--- config.mk ---
export PLATFORM = sky130hd
export DESIGN_NAME = adc_ctrl
export DESIGN_NICKNAME = d
export VERILOG_FILES = /design/src/logic/adc_ctrl_pkg.sv /design/src/logic/sar_if.sv /design/src/logic/adc_ctrl.sv /design/src/logic/sar_engine.sv
export VERILOG_INCLUDE_DIRS = /design/src /design/src/logic
export SDC_FILE = /design/constraint.sdc
export NUM_CORES = 1
export LEC_CHECK = 0
export ABC_AREA = 1
export BUFFER_PORTS_ARGS = -buffer_cell sky130_fd_sc_hd__clkbuf_2
export CORE_UTILIZATION = 60
export DETAILED_ROUTE_END_ITERATION = 7
export PLACE_DENSITY_LB_ADDON = 0.3
export SYNTH_ARGS = -nofsm -noshare
export SYNTH_HDL_FRONTEND = slang
export SYNTH_SLANG_ARGS = --single-unit
--- constraint.sdc ---
create_clock -name aclk -period 2.9 [get_ports aclk]
set_input_delay 0.435 -clock aclk [delete_from_list [all_inputs] [get_ports aclk]]
set_output_delay 0.435 -clock aclk [all_outputs]
set_load 0.05 [all_outputs]
--- src/logic/adc_ctrl_map.svh ---
// register offsets, field positions, reset values and timing counts
`ifndef ADC_CTRL_MAP_SVH
`define ADC_CTRL_MAP_SVH

// ============================================================
// register byte offsets
`define OFF_CONV_CONTROL_A 8'h00
`define OFF_CONV_CONTROL_B 8'h04
`define OFF_RESULT_HIGH    8'h08
`define OFF_RESULT_LOW     8'h0C
`define OFF_IRQ_STATUS     8'h10
`define OFF_IRQ_MASK       8'h14
`define OFF_PORT_READ      8'h18
`define OFF_PIN_ROLE       8'h1C

// ============================================================
// field positions
`define CA_ON_BIT      0
`define CA_GO_BIT      2
`define CA_CHAN_LSB    3
`define CA_CLK_LSB     6
`define CB_PCFG_LSB    0
`define CB_JUSTIFY_BIT 7
`define IRQ_CONV_BIT   0
`define ROLE_VPOS_BIT  8
`define ROLE_VNEG_BIT  9

// ============================================================
// reset values
`define RST_CLK_SEL  2'h0
`define RST_CHAN     3'h0
`define RST_PCFG     4'h0
`define RST_RESULT   8'h00

// ============================================================
// timing
`define CLK_PERIOD_NS 5
`define TAD_RC_NS     4000
`define TAD_DIV_A     2
`define TAD_DIV_B     8
`define TAD_DIV_C     32
`define TAD_RC_CYC    (`TAD_RC_NS / `CLK_PERIOD_NS)
`define CONV_TADS     12
`define GAP_TADS      2
`define BIT_TADS      10

`endif

--- src/logic/adc_ctrl_pkg.sv ---
// types shared by the converter control block
package adc_ctrl_pkg;

    typedef enum logic [3:0] {
        ST_OFF  = 4'b0001,
        ST_ACQ  = 4'b0010,
        ST_CONV = 4'b0100,
        ST_GAP  = 4'b1000
    } seq_state_e;

    typedef struct packed {
        logic [7:0] analog;
        logic       vref_pos;
        logic       vref_neg;
    } pin_role_s;

    typedef struct packed {
        seq_state_e st;
        logic [9:0] tad_cnt;
        logic [3:0] phase;
        logic [9:0] sar;
        logic [9:0] result;
        logic       done;
        logic       hold;
    } eng_s;

    typedef struct packed {
        logic [7:0]  awaddr;
        logic        aw_have;
        logic [31:0] wdata;
        logic        wstrb0;
        logic        w_have;
        logic        awready;
        logic        wready;
        logic        bvalid;
        logic [1:0]  bresp;
        logic        arready;
        logic        rvalid;
        logic [31:0] rdata;
        logic [1:0]  rresp;
        logic [1:0]  clk_sel;
        logic [2:0]  chan;
        logic        go;
        logic        on;
        logic        justify;
        logic [3:0]  pcfg;
        logic [7:0]  res_hi;
        logic [7:0]  res_lo;
        logic        irq_flag;
        logic        irq_en;
        logic        irq;
        logic [7:0]  pin_s1;
        logic [7:0]  pin_s2;
        logic        cmp_s1;
        logic        cmp_s2;
        pin_role_s   role;
    } top_s;

endpackage

--- src/logic/sar_if.sv ---
// signals between the register side and the conversion sequencer
`timescale 1ns/1ps
interface sar_if;
    logic       on;
    logic       go;
    logic [1:0] clk_sel;
    logic       cmp;
    logic       done;
    logic [9:0] result;
    logic       hold;
    logic [9:0] dac_code;

    modport ctrl (output on, go, clk_sel, cmp,
                  input  done, result, hold, dac_code);
    modport engine (input  on, go, clk_sel, cmp,
                    output done, result, hold, dac_code);
endinterface

--- src/logic/adc_ctrl.sv ---
// converter control top: register slave, pin roles, result, interrupt
//
// The placing of the registers and the AXI4-Lite interface to the registers were chosen for this implementation.
`timescale 1ns/1ps
`include "adc_ctrl_map.svh"

module adc_ctrl
    import adc_ctrl_pkg::*;
(
    // clock and reset
    input  wire logic        aclk,
    input  wire logic        aresetn,
    // axi4-lite write address
    input  wire logic [7:0]  awaddr,
    input  wire logic        awvalid,
    output logic             awready,
    // axi4-lite write data
    input  wire logic [31:0] wdata,
    input  wire logic [3:0]  wstrb,
    input  wire logic        wvalid,
    output logic             wready,
    // axi4-lite write response
    output logic [1:0]       bresp,
    output logic             bvalid,
    input  wire logic        bready,
    // axi4-lite read
    input  wire logic [7:0]  araddr,
    input  wire logic        arvalid,
    output logic             arready,
    output logic [31:0]      rdata,
    output logic [1:0]       rresp,
    output logic             rvalid,
    input  wire logic        rready,
    // pins and analog front end
    input  wire logic [7:0]  pin_in,
    input  wire logic        cmp_in,
    output logic [2:0]       channel_select,
    output logic             hold_capacitor,
    output logic [9:0]       dac_code,
    output logic [7:0]       analog_channels,
    output logic             vref_pos_ext,
    output logic             vref_neg_ext,
    // interrupt
    output logic             irq
);
    top_s        q;
    top_s        d;
    logic        wr_fire;
    logic        wr_en;
    logic [7:0]  wb;
    logic [15:0] just_res;

    sar_if sif ();

    sar_engine u_engine (
        .aclk    (aclk),
        .aresetn (aresetn),
        .e       (sif.engine)
    );

    assign sif.on      = q.on;
    assign sif.go      = q.go;
    assign sif.clk_sel = q.clk_sel;
    assign sif.cmp     = q.cmp_s2;

    // ============================================================
    // pin configuration decode
    function automatic pin_role_s pin_decode(input logic [3:0] cfg);
        pin_role_s r;
        r = '{analog: 8'h00, vref_pos: 1'b0, vref_neg: 1'b0};
        unique casez (cfg)
            4'b0000: r.analog = 8'hFF;
            4'b0001: r = '{analog: 8'hF7, vref_pos: 1'b1, vref_neg: 1'b0};
            4'b0010: r.analog = 8'h1F;
            4'b0011: r = '{analog: 8'h17, vref_pos: 1'b1, vref_neg: 1'b0};
            4'b0100: r.analog = 8'h0B;
            4'b0101: r = '{analog: 8'h03, vref_pos: 1'b1, vref_neg: 1'b0};
            4'b011?: r.analog = 8'h00;
            4'b1000: r = '{analog: 8'hF3, vref_pos: 1'b1, vref_neg: 1'b1};
            4'b1001: r.analog = 8'h3F;
            4'b1010: r = '{analog: 8'h37, vref_pos: 1'b1, vref_neg: 1'b0};
            4'b1011: r = '{analog: 8'h33, vref_pos: 1'b1, vref_neg: 1'b1};
            4'b1100: r = '{analog: 8'h13, vref_pos: 1'b1, vref_neg: 1'b1};
            default: r.analog = 8'h00;
        endcase
        return r;
    endfunction

    // ============================================================
    // result placement
    always_comb
    begin
        if (q.justify)
            just_res = {6'h00, sif.result};
        else
            just_res = {sif.result, 6'h00};
    end

    assign wr_fire = q.aw_have && q.w_have && !q.bvalid;
    assign wr_en   = wr_fire && q.wstrb0;
    assign wb      = q.wdata[7:0];

    // ============================================================
    // next state
    always_comb
    begin
        d = q;

        // input synchronisers
        d.pin_s1 = pin_in;
        d.pin_s2 = q.pin_s1;
        d.cmp_s1 = cmp_in;
        d.cmp_s2 = q.cmp_s1;

        // write address and data capture, either order
        if (awvalid && q.awready)
        begin
            d.awaddr  = awaddr;
            d.aw_have = 1'b1;
        end
        if (wvalid && q.wready)
        begin
            d.wdata  = wdata;
            d.wstrb0 = wstrb[0];
            d.w_have = 1'b1;
        end
        if (q.bvalid && bready)
            d.bvalid = 1'b0;

        // completion from the sequencer
        if (sif.done)
        begin
            d.go     = 1'b0;
            d.res_hi = just_res[15:8];
            d.res_lo = just_res[7:0];
        end

        // register writes
        if (wr_fire)
        begin
            d.aw_have = 1'b0;
            d.w_have  = 1'b0;
            d.bvalid  = 1'b1;
            d.bresp   = 2'b00;
            unique case (q.awaddr)
                `OFF_CONV_CONTROL_A:
                    if (wr_en)
                    begin
                        d.clk_sel = wb[`CA_CLK_LSB +: 2];
                        d.chan    = wb[`CA_CHAN_LSB +: 3];
                        d.on      = wb[`CA_ON_BIT];
                        // start only when already on; clear aborts
                        d.go = wb[`CA_GO_BIT] && q.on
                               && wb[`CA_ON_BIT];
                    end
                `OFF_CONV_CONTROL_B:
                    if (wr_en)
                    begin
                        d.justify = wb[`CB_JUSTIFY_BIT];
                        d.pcfg    = wb[`CB_PCFG_LSB +: 4];
                    end
                `OFF_RESULT_HIGH:
                    if (wr_en && !sif.done)
                        d.res_hi = wb;
                `OFF_RESULT_LOW:
                    if (wr_en && !sif.done)
                        d.res_lo = wb;
                `OFF_IRQ_STATUS:
                    if (wr_en && wb[`IRQ_CONV_BIT])
                        d.irq_flag = 1'b0;
                `OFF_IRQ_MASK:
                    if (wr_en)
                        d.irq_en = wb[`IRQ_CONV_BIT];
                `OFF_PORT_READ,
                `OFF_PIN_ROLE: ;
                default:
                    d.bresp = 2'b10;
            endcase
        end

        // hardware set wins over a same-cycle clear
        if (sif.done)
            d.irq_flag = 1'b1;

        // read channel
        if (q.rvalid && rready)
            d.rvalid = 1'b0;
        if (arvalid && q.arready)
        begin
            d.rvalid = 1'b1;
            d.rresp  = 2'b00;
            d.rdata  = 32'h0000_0000;
            unique case (araddr)
                `OFF_CONV_CONTROL_A:
                    d.rdata[7:0] = {q.clk_sel, q.chan, q.go, 1'b0,
                                    q.on};
                `OFF_CONV_CONTROL_B:
                    d.rdata[7:0] = {q.justify, 3'h0, q.pcfg};
                `OFF_RESULT_HIGH:
                    d.rdata[7:0] = q.res_hi;
                `OFF_RESULT_LOW:
                    d.rdata[7:0] = q.res_lo;
                `OFF_IRQ_STATUS:
                    d.rdata[`IRQ_CONV_BIT] = q.irq_flag;
                `OFF_IRQ_MASK:
                    d.rdata[`IRQ_CONV_BIT] = q.irq_en;
                `OFF_PORT_READ:
                    d.rdata[7:0] = q.pin_s2 & ~q.role.analog;
                `OFF_PIN_ROLE:
                    d.rdata[9:0] = {q.role.vref_neg, q.role.vref_pos,
                                    q.role.analog};
                default:
                    d.rresp = 2'b10;
            endcase
        end

        // converter off drops a pending start
        if (!d.on)
            d.go = 1'b0;

        d.role    = pin_decode(d.pcfg);
        d.irq     = d.irq_flag && d.irq_en;
        d.awready = !d.aw_have && !d.bvalid;
        d.wready  = !d.w_have && !d.bvalid;
        d.arready = !d.rvalid;
    end

    // ============================================================
    // state register
    always_ff @(posedge aclk)
    begin
        if (!aresetn)
        begin
            q.awaddr   <= 8'h00;
            q.aw_have  <= 1'b0;
            q.wdata    <= 32'h0000_0000;
            q.wstrb0   <= 1'b0;
            q.w_have   <= 1'b0;
            q.awready  <= 1'b1;
            q.wready   <= 1'b1;
            q.bvalid   <= 1'b0;
            q.bresp    <= 2'h0;
            q.arready  <= 1'b1;
            q.rvalid   <= 1'b0;
            q.rdata    <= 32'h0000_0000;
            q.rresp    <= 2'h0;
            q.clk_sel  <= `RST_CLK_SEL;
            q.chan     <= `RST_CHAN;
            q.go       <= 1'b0;
            q.on       <= 1'b0;
            q.justify  <= 1'b0;
            q.pcfg     <= `RST_PCFG;
            q.res_hi   <= `RST_RESULT;
            q.res_lo   <= `RST_RESULT;
            q.irq_flag <= 1'b0;
            q.irq_en   <= 1'b0;
            q.irq      <= 1'b0;
            q.pin_s1   <= 8'h00;
            q.pin_s2   <= 8'h00;
            q.cmp_s1   <= 1'b0;
            q.cmp_s2   <= 1'b0;
            q.role     <= '{analog: 8'hFF, vref_pos: 1'b0, vref_neg: 1'b0};
        end
        else
            q <= d;
    end

    // ============================================================
    // outputs
    assign awready         = q.awready;
    assign wready          = q.wready;
    assign bvalid          = q.bvalid;
    assign bresp           = q.bresp;
    assign arready         = q.arready;
    assign rvalid          = q.rvalid;
    assign rdata           = q.rdata;
    assign rresp           = q.rresp;
    assign channel_select  = q.chan;
    assign hold_capacitor  = sif.hold;
    assign dac_code        = sif.dac_code;
    assign analog_channels = q.role.analog;
    assign vref_pos_ext    = q.role.vref_pos;
    assign vref_neg_ext    = q.role.vref_neg;
    assign irq             = q.irq;
endmodule

--- src/logic/sar_engine.sv ---
// conversion sequencer: acquisition, 12 bit periods, 2 period gap
`timescale 1ns/1ps
`include "adc_ctrl_map.svh"
module sar_engine
    import adc_ctrl_pkg::*;
(
    // clock and reset
    input  wire logic aclk,
    input  wire logic aresetn,
    // control side
    sar_if.engine     e
);
    eng_s       q;
    eng_s       d;
    logic [9:0] tad_len;
    logic       tick;
    logic [3:0] bit_idx;

    // ============================================================
    // bit period length in clock cycles
    always_comb
    begin
        unique case (e.clk_sel)
            2'b00: tad_len = 10'(`TAD_DIV_A);
            2'b01: tad_len = 10'(`TAD_DIV_B);
            2'b10: tad_len = 10'(`TAD_DIV_C);
            2'b11: tad_len = 10'(`TAD_RC_CYC);
        endcase
    end

    // a shorter period selected mid-count ends the current period at once
    assign tick    = (q.tad_cnt >= tad_len - 10'h001);
    assign bit_idx = 4'(`BIT_TADS) - q.phase;

    // ============================================================
    // sequencer
    always_comb
    begin
        d      = q;
        d.done = 1'b0;
        if (!e.on)
        begin
            d.st      = ST_OFF;
            d.hold    = 1'b0;
            d.tad_cnt = 10'h000;
            d.phase   = 4'h0;
        end
        else
        begin
            unique case (q.st)
                ST_OFF:
                begin
                    d.st   = ST_ACQ;
                    d.hold = 1'b1;
                end
                ST_ACQ:
                begin
                    // channel and pin direction never gate a start
                    if (e.go)
                    begin
                        d.st      = ST_CONV;
                        d.hold    = 1'b0;
                        d.tad_cnt = 10'h000;
                        d.phase   = 4'h0;
                        d.sar     = 10'h000;
                    end
                end
                ST_CONV:
                begin
                    if (!e.go)
                    begin
                        d.st      = ST_GAP;
                        d.tad_cnt = 10'h000;
                        d.phase   = 4'h0;
                    end
                    else if (!tick)
                        d.tad_cnt = q.tad_cnt + 10'h001;
                    else
                    begin
                        d.tad_cnt = 10'h000;
                        d.phase   = q.phase + 4'h1;
                        if (q.phase == 4'h0)
                            d.sar = 10'h200;
                        else if (q.phase <= 4'(`BIT_TADS))
                        begin
                            // any level on the channel pin is converted
                            if (!e.cmp)
                                d.sar[bit_idx] = 1'b0;
                            if (bit_idx != 4'h0)
                                d.sar[bit_idx - 4'h1] = 1'b1;
                        end
                        if (q.phase == 4'(`CONV_TADS - 1))
                        begin
                            d.result = q.sar;
                            d.done   = 1'b1;
                            d.st     = ST_GAP;
                            d.phase  = 4'h0;
                        end
                    end
                end
                ST_GAP:
                begin
                    // hold capacitor stays off the input, never discharged
                    d.hold = 1'b0;
                    if (!tick)
                        d.tad_cnt = q.tad_cnt + 10'h001;
                    else
                    begin
                        d.tad_cnt = 10'h000;
                        d.phase   = q.phase + 4'h1;
                        if (q.phase == 4'(`GAP_TADS - 1))
                        begin
                            d.st    = ST_ACQ;
                            d.hold  = 1'b1;
                            d.phase = 4'h0;
                        end
                    end
                end
            endcase
        end
    end

    always_ff @(posedge aclk)
    begin
        if (!aresetn)
        begin
            q.st      <= ST_OFF;
            q.tad_cnt <= 10'h000;
            q.phase   <= 4'h0;
            q.sar     <= 10'h000;
            q.result  <= 10'h000;
            q.done    <= 1'b0;
            q.hold    <= 1'b0;
        end
        else
            q <= d;
    end

    assign e.done     = q.done;
    assign e.result   = q.result;
    assign e.hold     = q.hold;
    assign e.dac_code = q.sar;
endmodule

-- After elaboration in Yosys (flattened, before gate mapping)
Index checks and enable logic that the tools add are counted.
- output and inout port bits: 66
- bits in registers: 137
- word-level logic and storage cells: 209
- add/sub/neg operators: 5
- eq/ne operators: 41
- order comparisons: 6
- reductions and logical operators: 47
- multiplexer cells: 67
- bitwise operators: 5
- operators with widths (kind ; number):
    two-way mux 10 bit ; 11
    one-hot mux 8 bit (11 select lines) ; 1
    == test 8 x 5 -> 1 bit, second input constant ; 8
    two-way mux 25 bit ; 2
    one-hot mux 14 bit (3 select lines) ; 1
    one-hot mux 7 bit (6 select lines) ; 1
    one-hot mux 10 bit (4 select lines) ; 1
    two-way mux 35 bit ; 1
    == test 8 x 4 -> 1 bit, second input constant ; 4
    two-way mux 16 bit ; 2
    two-way mux 8 bit ; 4
    == test 4 bit, second input constant ; 7
    two-way mux 28 bit ; 1
    two-way mux 4 bit ; 7
    two-way mux 21 bit ; 1
    one-hot mux 10 bit (2 select lines) ; 1
    two-way mux 18 bit ; 1
    logical AND 1 bit ; 17
    two-way mux 1 bit ; 17
    == test 8 x 3 -> 1 bit, second input constant ; 2
    logical NOT 8 bit ; 2
    one-hot mux 4 bit (4 select lines) ; 1
    OR reduction 8 bit ; 2
    AND reduction 5 bit ; 3
    other kinds (43) ; 73

-- Longest topological paths before layout
- depth after elaboration: 21
- mapped depth: 13

-- Cells and area by module
From an unflattened synthesis, not the netlist that was laid out.
- cell total of the unflattened synthesis: 1072
- area, all modules: 7184.4 µm²
- modules (own cells, without submodules) (module ; area an instance (µm²) ; times used ; cells an instance):
    adc_ctrl ; 4443.0 ; 1 ; 629
    sar_engine ; 2741.4 ; 1 ; 443

-- Least setup slack after synthesis
No wires, ideal clock.
- path kind: register -> register
- from: register sif.clk_sel[1] (netlist name)
- to: register u_engine.q, in the netlist u_engine.e.dac_code[4]
- period minus slack after synthesis: 1.680 ns
- data arrival time: 1.567 ns
- setup time: 0.114 ns
- cell stages (with the launch flop): 11
- setup slack: 1.220 ns
- path through: dfxtp_1 -> nand2_1 -> ha_1 -> nand2_1 -> nor2_1 -> nand3_1 -> nand4_1 -> nand4_2 -> buf_4 -> a21oi_1 -> nor2_1
- longest elaborated chain between the ends: 6
- RTL lines (item ; line ; source):
    == test 2 bit (tied with other cells) ; sar_engine.sv:23 ; unique case (e.clk_sel)
    one-hot mux 10 bit (4 select lines) (*) ; sar_engine.sv:23 ;
    subtractor 10 x 1 -> 10 bit (*) ; sar_engine.sv:32 ; assign tick = (q.tad_cnt >= tad_len - 10'h001);
    greater-or-equal comparator 10 bit (*) ; sar_engine.sv:32 ;
    inequality test 2 x 1 -> 1 bit (no source line) (*) ; n/a ;
    AND reduction 6 bit (no source line) (*) ; n/a ;
    end: declaration ; sar_engine.sv:13 ; eng_s q;
Mark *: on every way between the ends. The rest lies on a longest branch, timed or not. The select of a mux whose other input is x is not followed.
A chain may end at the register's enable or synchronous reset.

-- Final worst setup path
- from: register sif.clk_sel[1] (netlist name)
- to: register u_engine.q, in the netlist u_engine.e.dac_code[2]
- longest elaborated chain between the ends: 6
- RTL lines (item ; line):
    == test 2 bit (tied with other cells) ; sar_engine.sv:23
    one-hot mux 10 bit (4 select lines) (*) ; sar_engine.sv:23
    subtractor 10 x 1 -> 10 bit (*) ; sar_engine.sv:32
    greater-or-equal comparator 10 bit (*) ; sar_engine.sv:32
    inequality test 2 x 1 -> 1 bit (no source line) (*) ; n/a
    AND reduction 6 bit (no source line) (*) ; n/a
Marks and branches as above.

==> results.cfg <==
[status]
run_status = finished clean

[timing]
hold_violations = 0
period_share_pct = 76.79
slew_viol_final = 0
skew_ns = 0.008277
rsz0062_at_grt = no
slew_headroom_pct = 37.94
tightest_slew_ns = 0.9298
clock.fmax_mhz = 449.1
setup_viol = 0
whs_ns = 0.1867
final.setup.tns_ns = 0
fin_crit_ns = 2.227

[route]
routed_wl_um = 16060
drt_pre_antenna_iters = 6
avgRoutedWirePerCell_um = 13.49
antenna_left = 0
vias = 6306
drtIter0Drc = 590
vias_per_cell = 5.295
drc = 0

[synthesis]
synth_top_cells_by_count = 234 x nand2_1, 133 x dfxtp_1, 117 x inv_1
yosysWarnings = 0
yosys.area.top_type = dfxtp_1
syn_inst = 991
ys_seq_area_share_pct = 38.21
avgSynthCellArea_um2 = 7.031
ys.flop_type = dfxtp_1
synth_edf_count = 0
synthDistinctLibCells = 50
synthTopCellsByArea = dfxtp_1 38%, nand2_1 13%, buf_4 6.5%, inv_1 6.3%, a21oi_1 5.7%
synthesis.area_um2 = 6968
synth_seq_cells = 133
synth.top_cell.area_share_pct = 38.21
async_flop_share_pct = 0
synth_most_common_cell = nand2_1

[clocking]
clkLatencyLatePin_ns = 0.42
cts_setup_buffers = 0
numClockSinks = 133
htree_levels = 4
cts-buffers-inserted = 17
clockBufferDepth = 2
cts.clk_slew.worst_paths_ns = 0.06
cts.repair.resized = 0
root_buffer = clkbuf_16
cts_hold_buf = 0
cts_tree = built

[floorplanning]
die_height_um = 109.8
die_area_um2 = 12050
initial_core_util_pct = 62.90
die_x_um = 109.8
rows = 38
io_pins = 134
core_um2 = 11080

[worst_setup_path]
cp.required_ns = 3.21
cp_common_cell = nor2_1
crit_family = simple AND/OR/NAND/NOR gates
cp_data_arrival_time_ns = 2.54
cp_slowest_cell = dfxtp_1
slowest_delay_ns = 0.42
cp-start-kind = register
cp_max_fo = 20
end_kind = register
path_buf_inv = 0
path_cells = nand2_1 -> ha_1 -> nand2_1 -> nor2_1 -> nand3_1 -> nand4_1 -> nand4_2 -> nor2_1 -> nor2_1
path_class = register to register

[hold_path]
hold_path_class = primary input to register

[grt]
grt_max_degree = 67
antenna_found_initial = 0
grt_pass1_wl_um = 26110
grt.overflow.total = 0
gr-usage-all-layers_pct = 28.50
grt_pass1_vias = 5419

[final_layout]
fillCellCount = 931
fin_cells = 1191
num-nets-final = 1119
final_util_pct = 70.13
drive_above_1_share_pct = 16.84
area_growth_pct = 11.49
diodes = 0

[power]
p_seq_share_pct = 41.7
powerDensity_nw_per_um2 = 589.5
swShare_pct = 25.43
switching_power_mw = 1.164
vdd_drop_max_uv = 446.2
clkPwrFrac_pct = 51.0
pwr-share-comb_pct = 7.3
intPower_mw = 3.415
leakage_nw = 3.669

[flow_run]
maxCapViolCount = 0

[placed_design]
dpl.cell_count = 1159
place_congestion = 0.9442
portBuffers = 82
dp_hpwl_um = 11420
per-stage QoR:
| stage | area [um^2] | worst slack, ns | power, mW |
|---|---|---|---|
| floorplan | 7054 | 1.220 | 2.232 |
| global placement | 7127 | 0.7415 | 2.276 |
| detailed placement | 7127 | 0.6993 | 2.281 |
| CTS | 7769 | 0.6487 | 4.592 |
| global route | 7769 | 0.4537 | 4.719 |
| finish | 7769 | 0.6732 | 4.580 |
sequential cells by signal (all words and copies together) (netlist names), 2 cells and up:
name / count
u_engine.e.result: 10
analog_channels: 6
q: 50
channel_select: 3
rdata: 10
u_engine.e.dac_code: 10
u_engine.q: 18
sif.clk_sel: 2
d: 9
routing by layer:
metal | up-vias | track usage [%] | wire length, um
met3 | 33 | 6.046 | 1232
met2 | 268 | 43.22 | 7118
li1 | 3204 | - | -
met5 | - | 0 | 0
met1 | 2801 | 39.79 | 7391
met4 | 0 | 10.38 | 321
power groups by stage:
stage | logic (mW) | registers (mW) | clock network [mW]
2_1_floorplan | 0.266 | 1.97 | 0
3_3_place_gp | 0.326 | 1.95 | 0
3_5_place_dp | 0.331 | 1.95 | 0
4_1_cts | 0.333 | 1.91 | 2.35
5_1_grt | 0.365 | 1.92 | 2.44
6_report | 0.334 | 1.91 | 2.33
final cells by class:
type / instances / area [um^2] / area share, %
Multi-Input combinational cell: 671 / 3363 / 43.29
Sequential cell: 133 / 2663 / 34.27
Inverter: 130 / 493.0 / 6.346
Timing Repair Buffer: 85 / 432.9 / 5.573
Clock buffer: 17 / 425.4 / 5.476
Clock inverter: 15 / 216.5 / 2.786
Tap cell: 140 / 175.2 / 2.255
worst reg2reg max path: cells and delay by family, from the launching register on:
kind	cells	cell delay, ns
adders and majority gates	1	0.31
and+or+nand+nor	8	1.41
DFF	1	0.42
worst paths after layout:
check	from	end	slack (ns)	cells after the start
hold reg to reg	d[15]	q[15]	0.41	2
hold / removal	pin_in[0]	d[12]	0.19	3
setup reg to reg	sif.clk_sel[1]	u_engine.e.dac_code[2]	0.67	9
setup / recovery	sif.clk_sel[1]	u_engine.e.dac_code[2]	0.67	9
cells by family (layout without fill, tap and decap cells):
logic type / count (synthesis) / in the layout / share of synthesized area (%)
and+or+nand+nor: 450 / 450 / 30.17
DFF: 133 / 133 / 38.21
buffers and inverters: 210 / 247 / 14.76
other: 2 / 25 / 0.1078
xor gates and xnor gates: 4 / 4 / 0.5027
AOI/OAI and AO/OA: 179 / 179 / 13.92
adders and majority gates: 13 / 13 / 2.334
placed cells by master, fill, tap and decap left out, drive strengths merged, types with 2 or more instances in the layout:
cell	Yosys	final
xor2	4	4
o21ai	73	73
nand4	20	20
buf	62	3
clkbuf	18	99
a41oi	2	2
a22oi	3	3
nor2	109	109
ha	13	13
nand2	248	248
bufinv	0	4
nor3	7	7
a21oi	80	80
inv	129	135
dfxtp	133	133
nand3b	2	2
conb	2	25
nor4	2	2
nand3	59	59
a211oi	2	2
a31oi	8	8
clkinv	1	5
o22ai	3	3
o211ai	3	3
No activity file was read; power rests on OpenSTA's default activity.
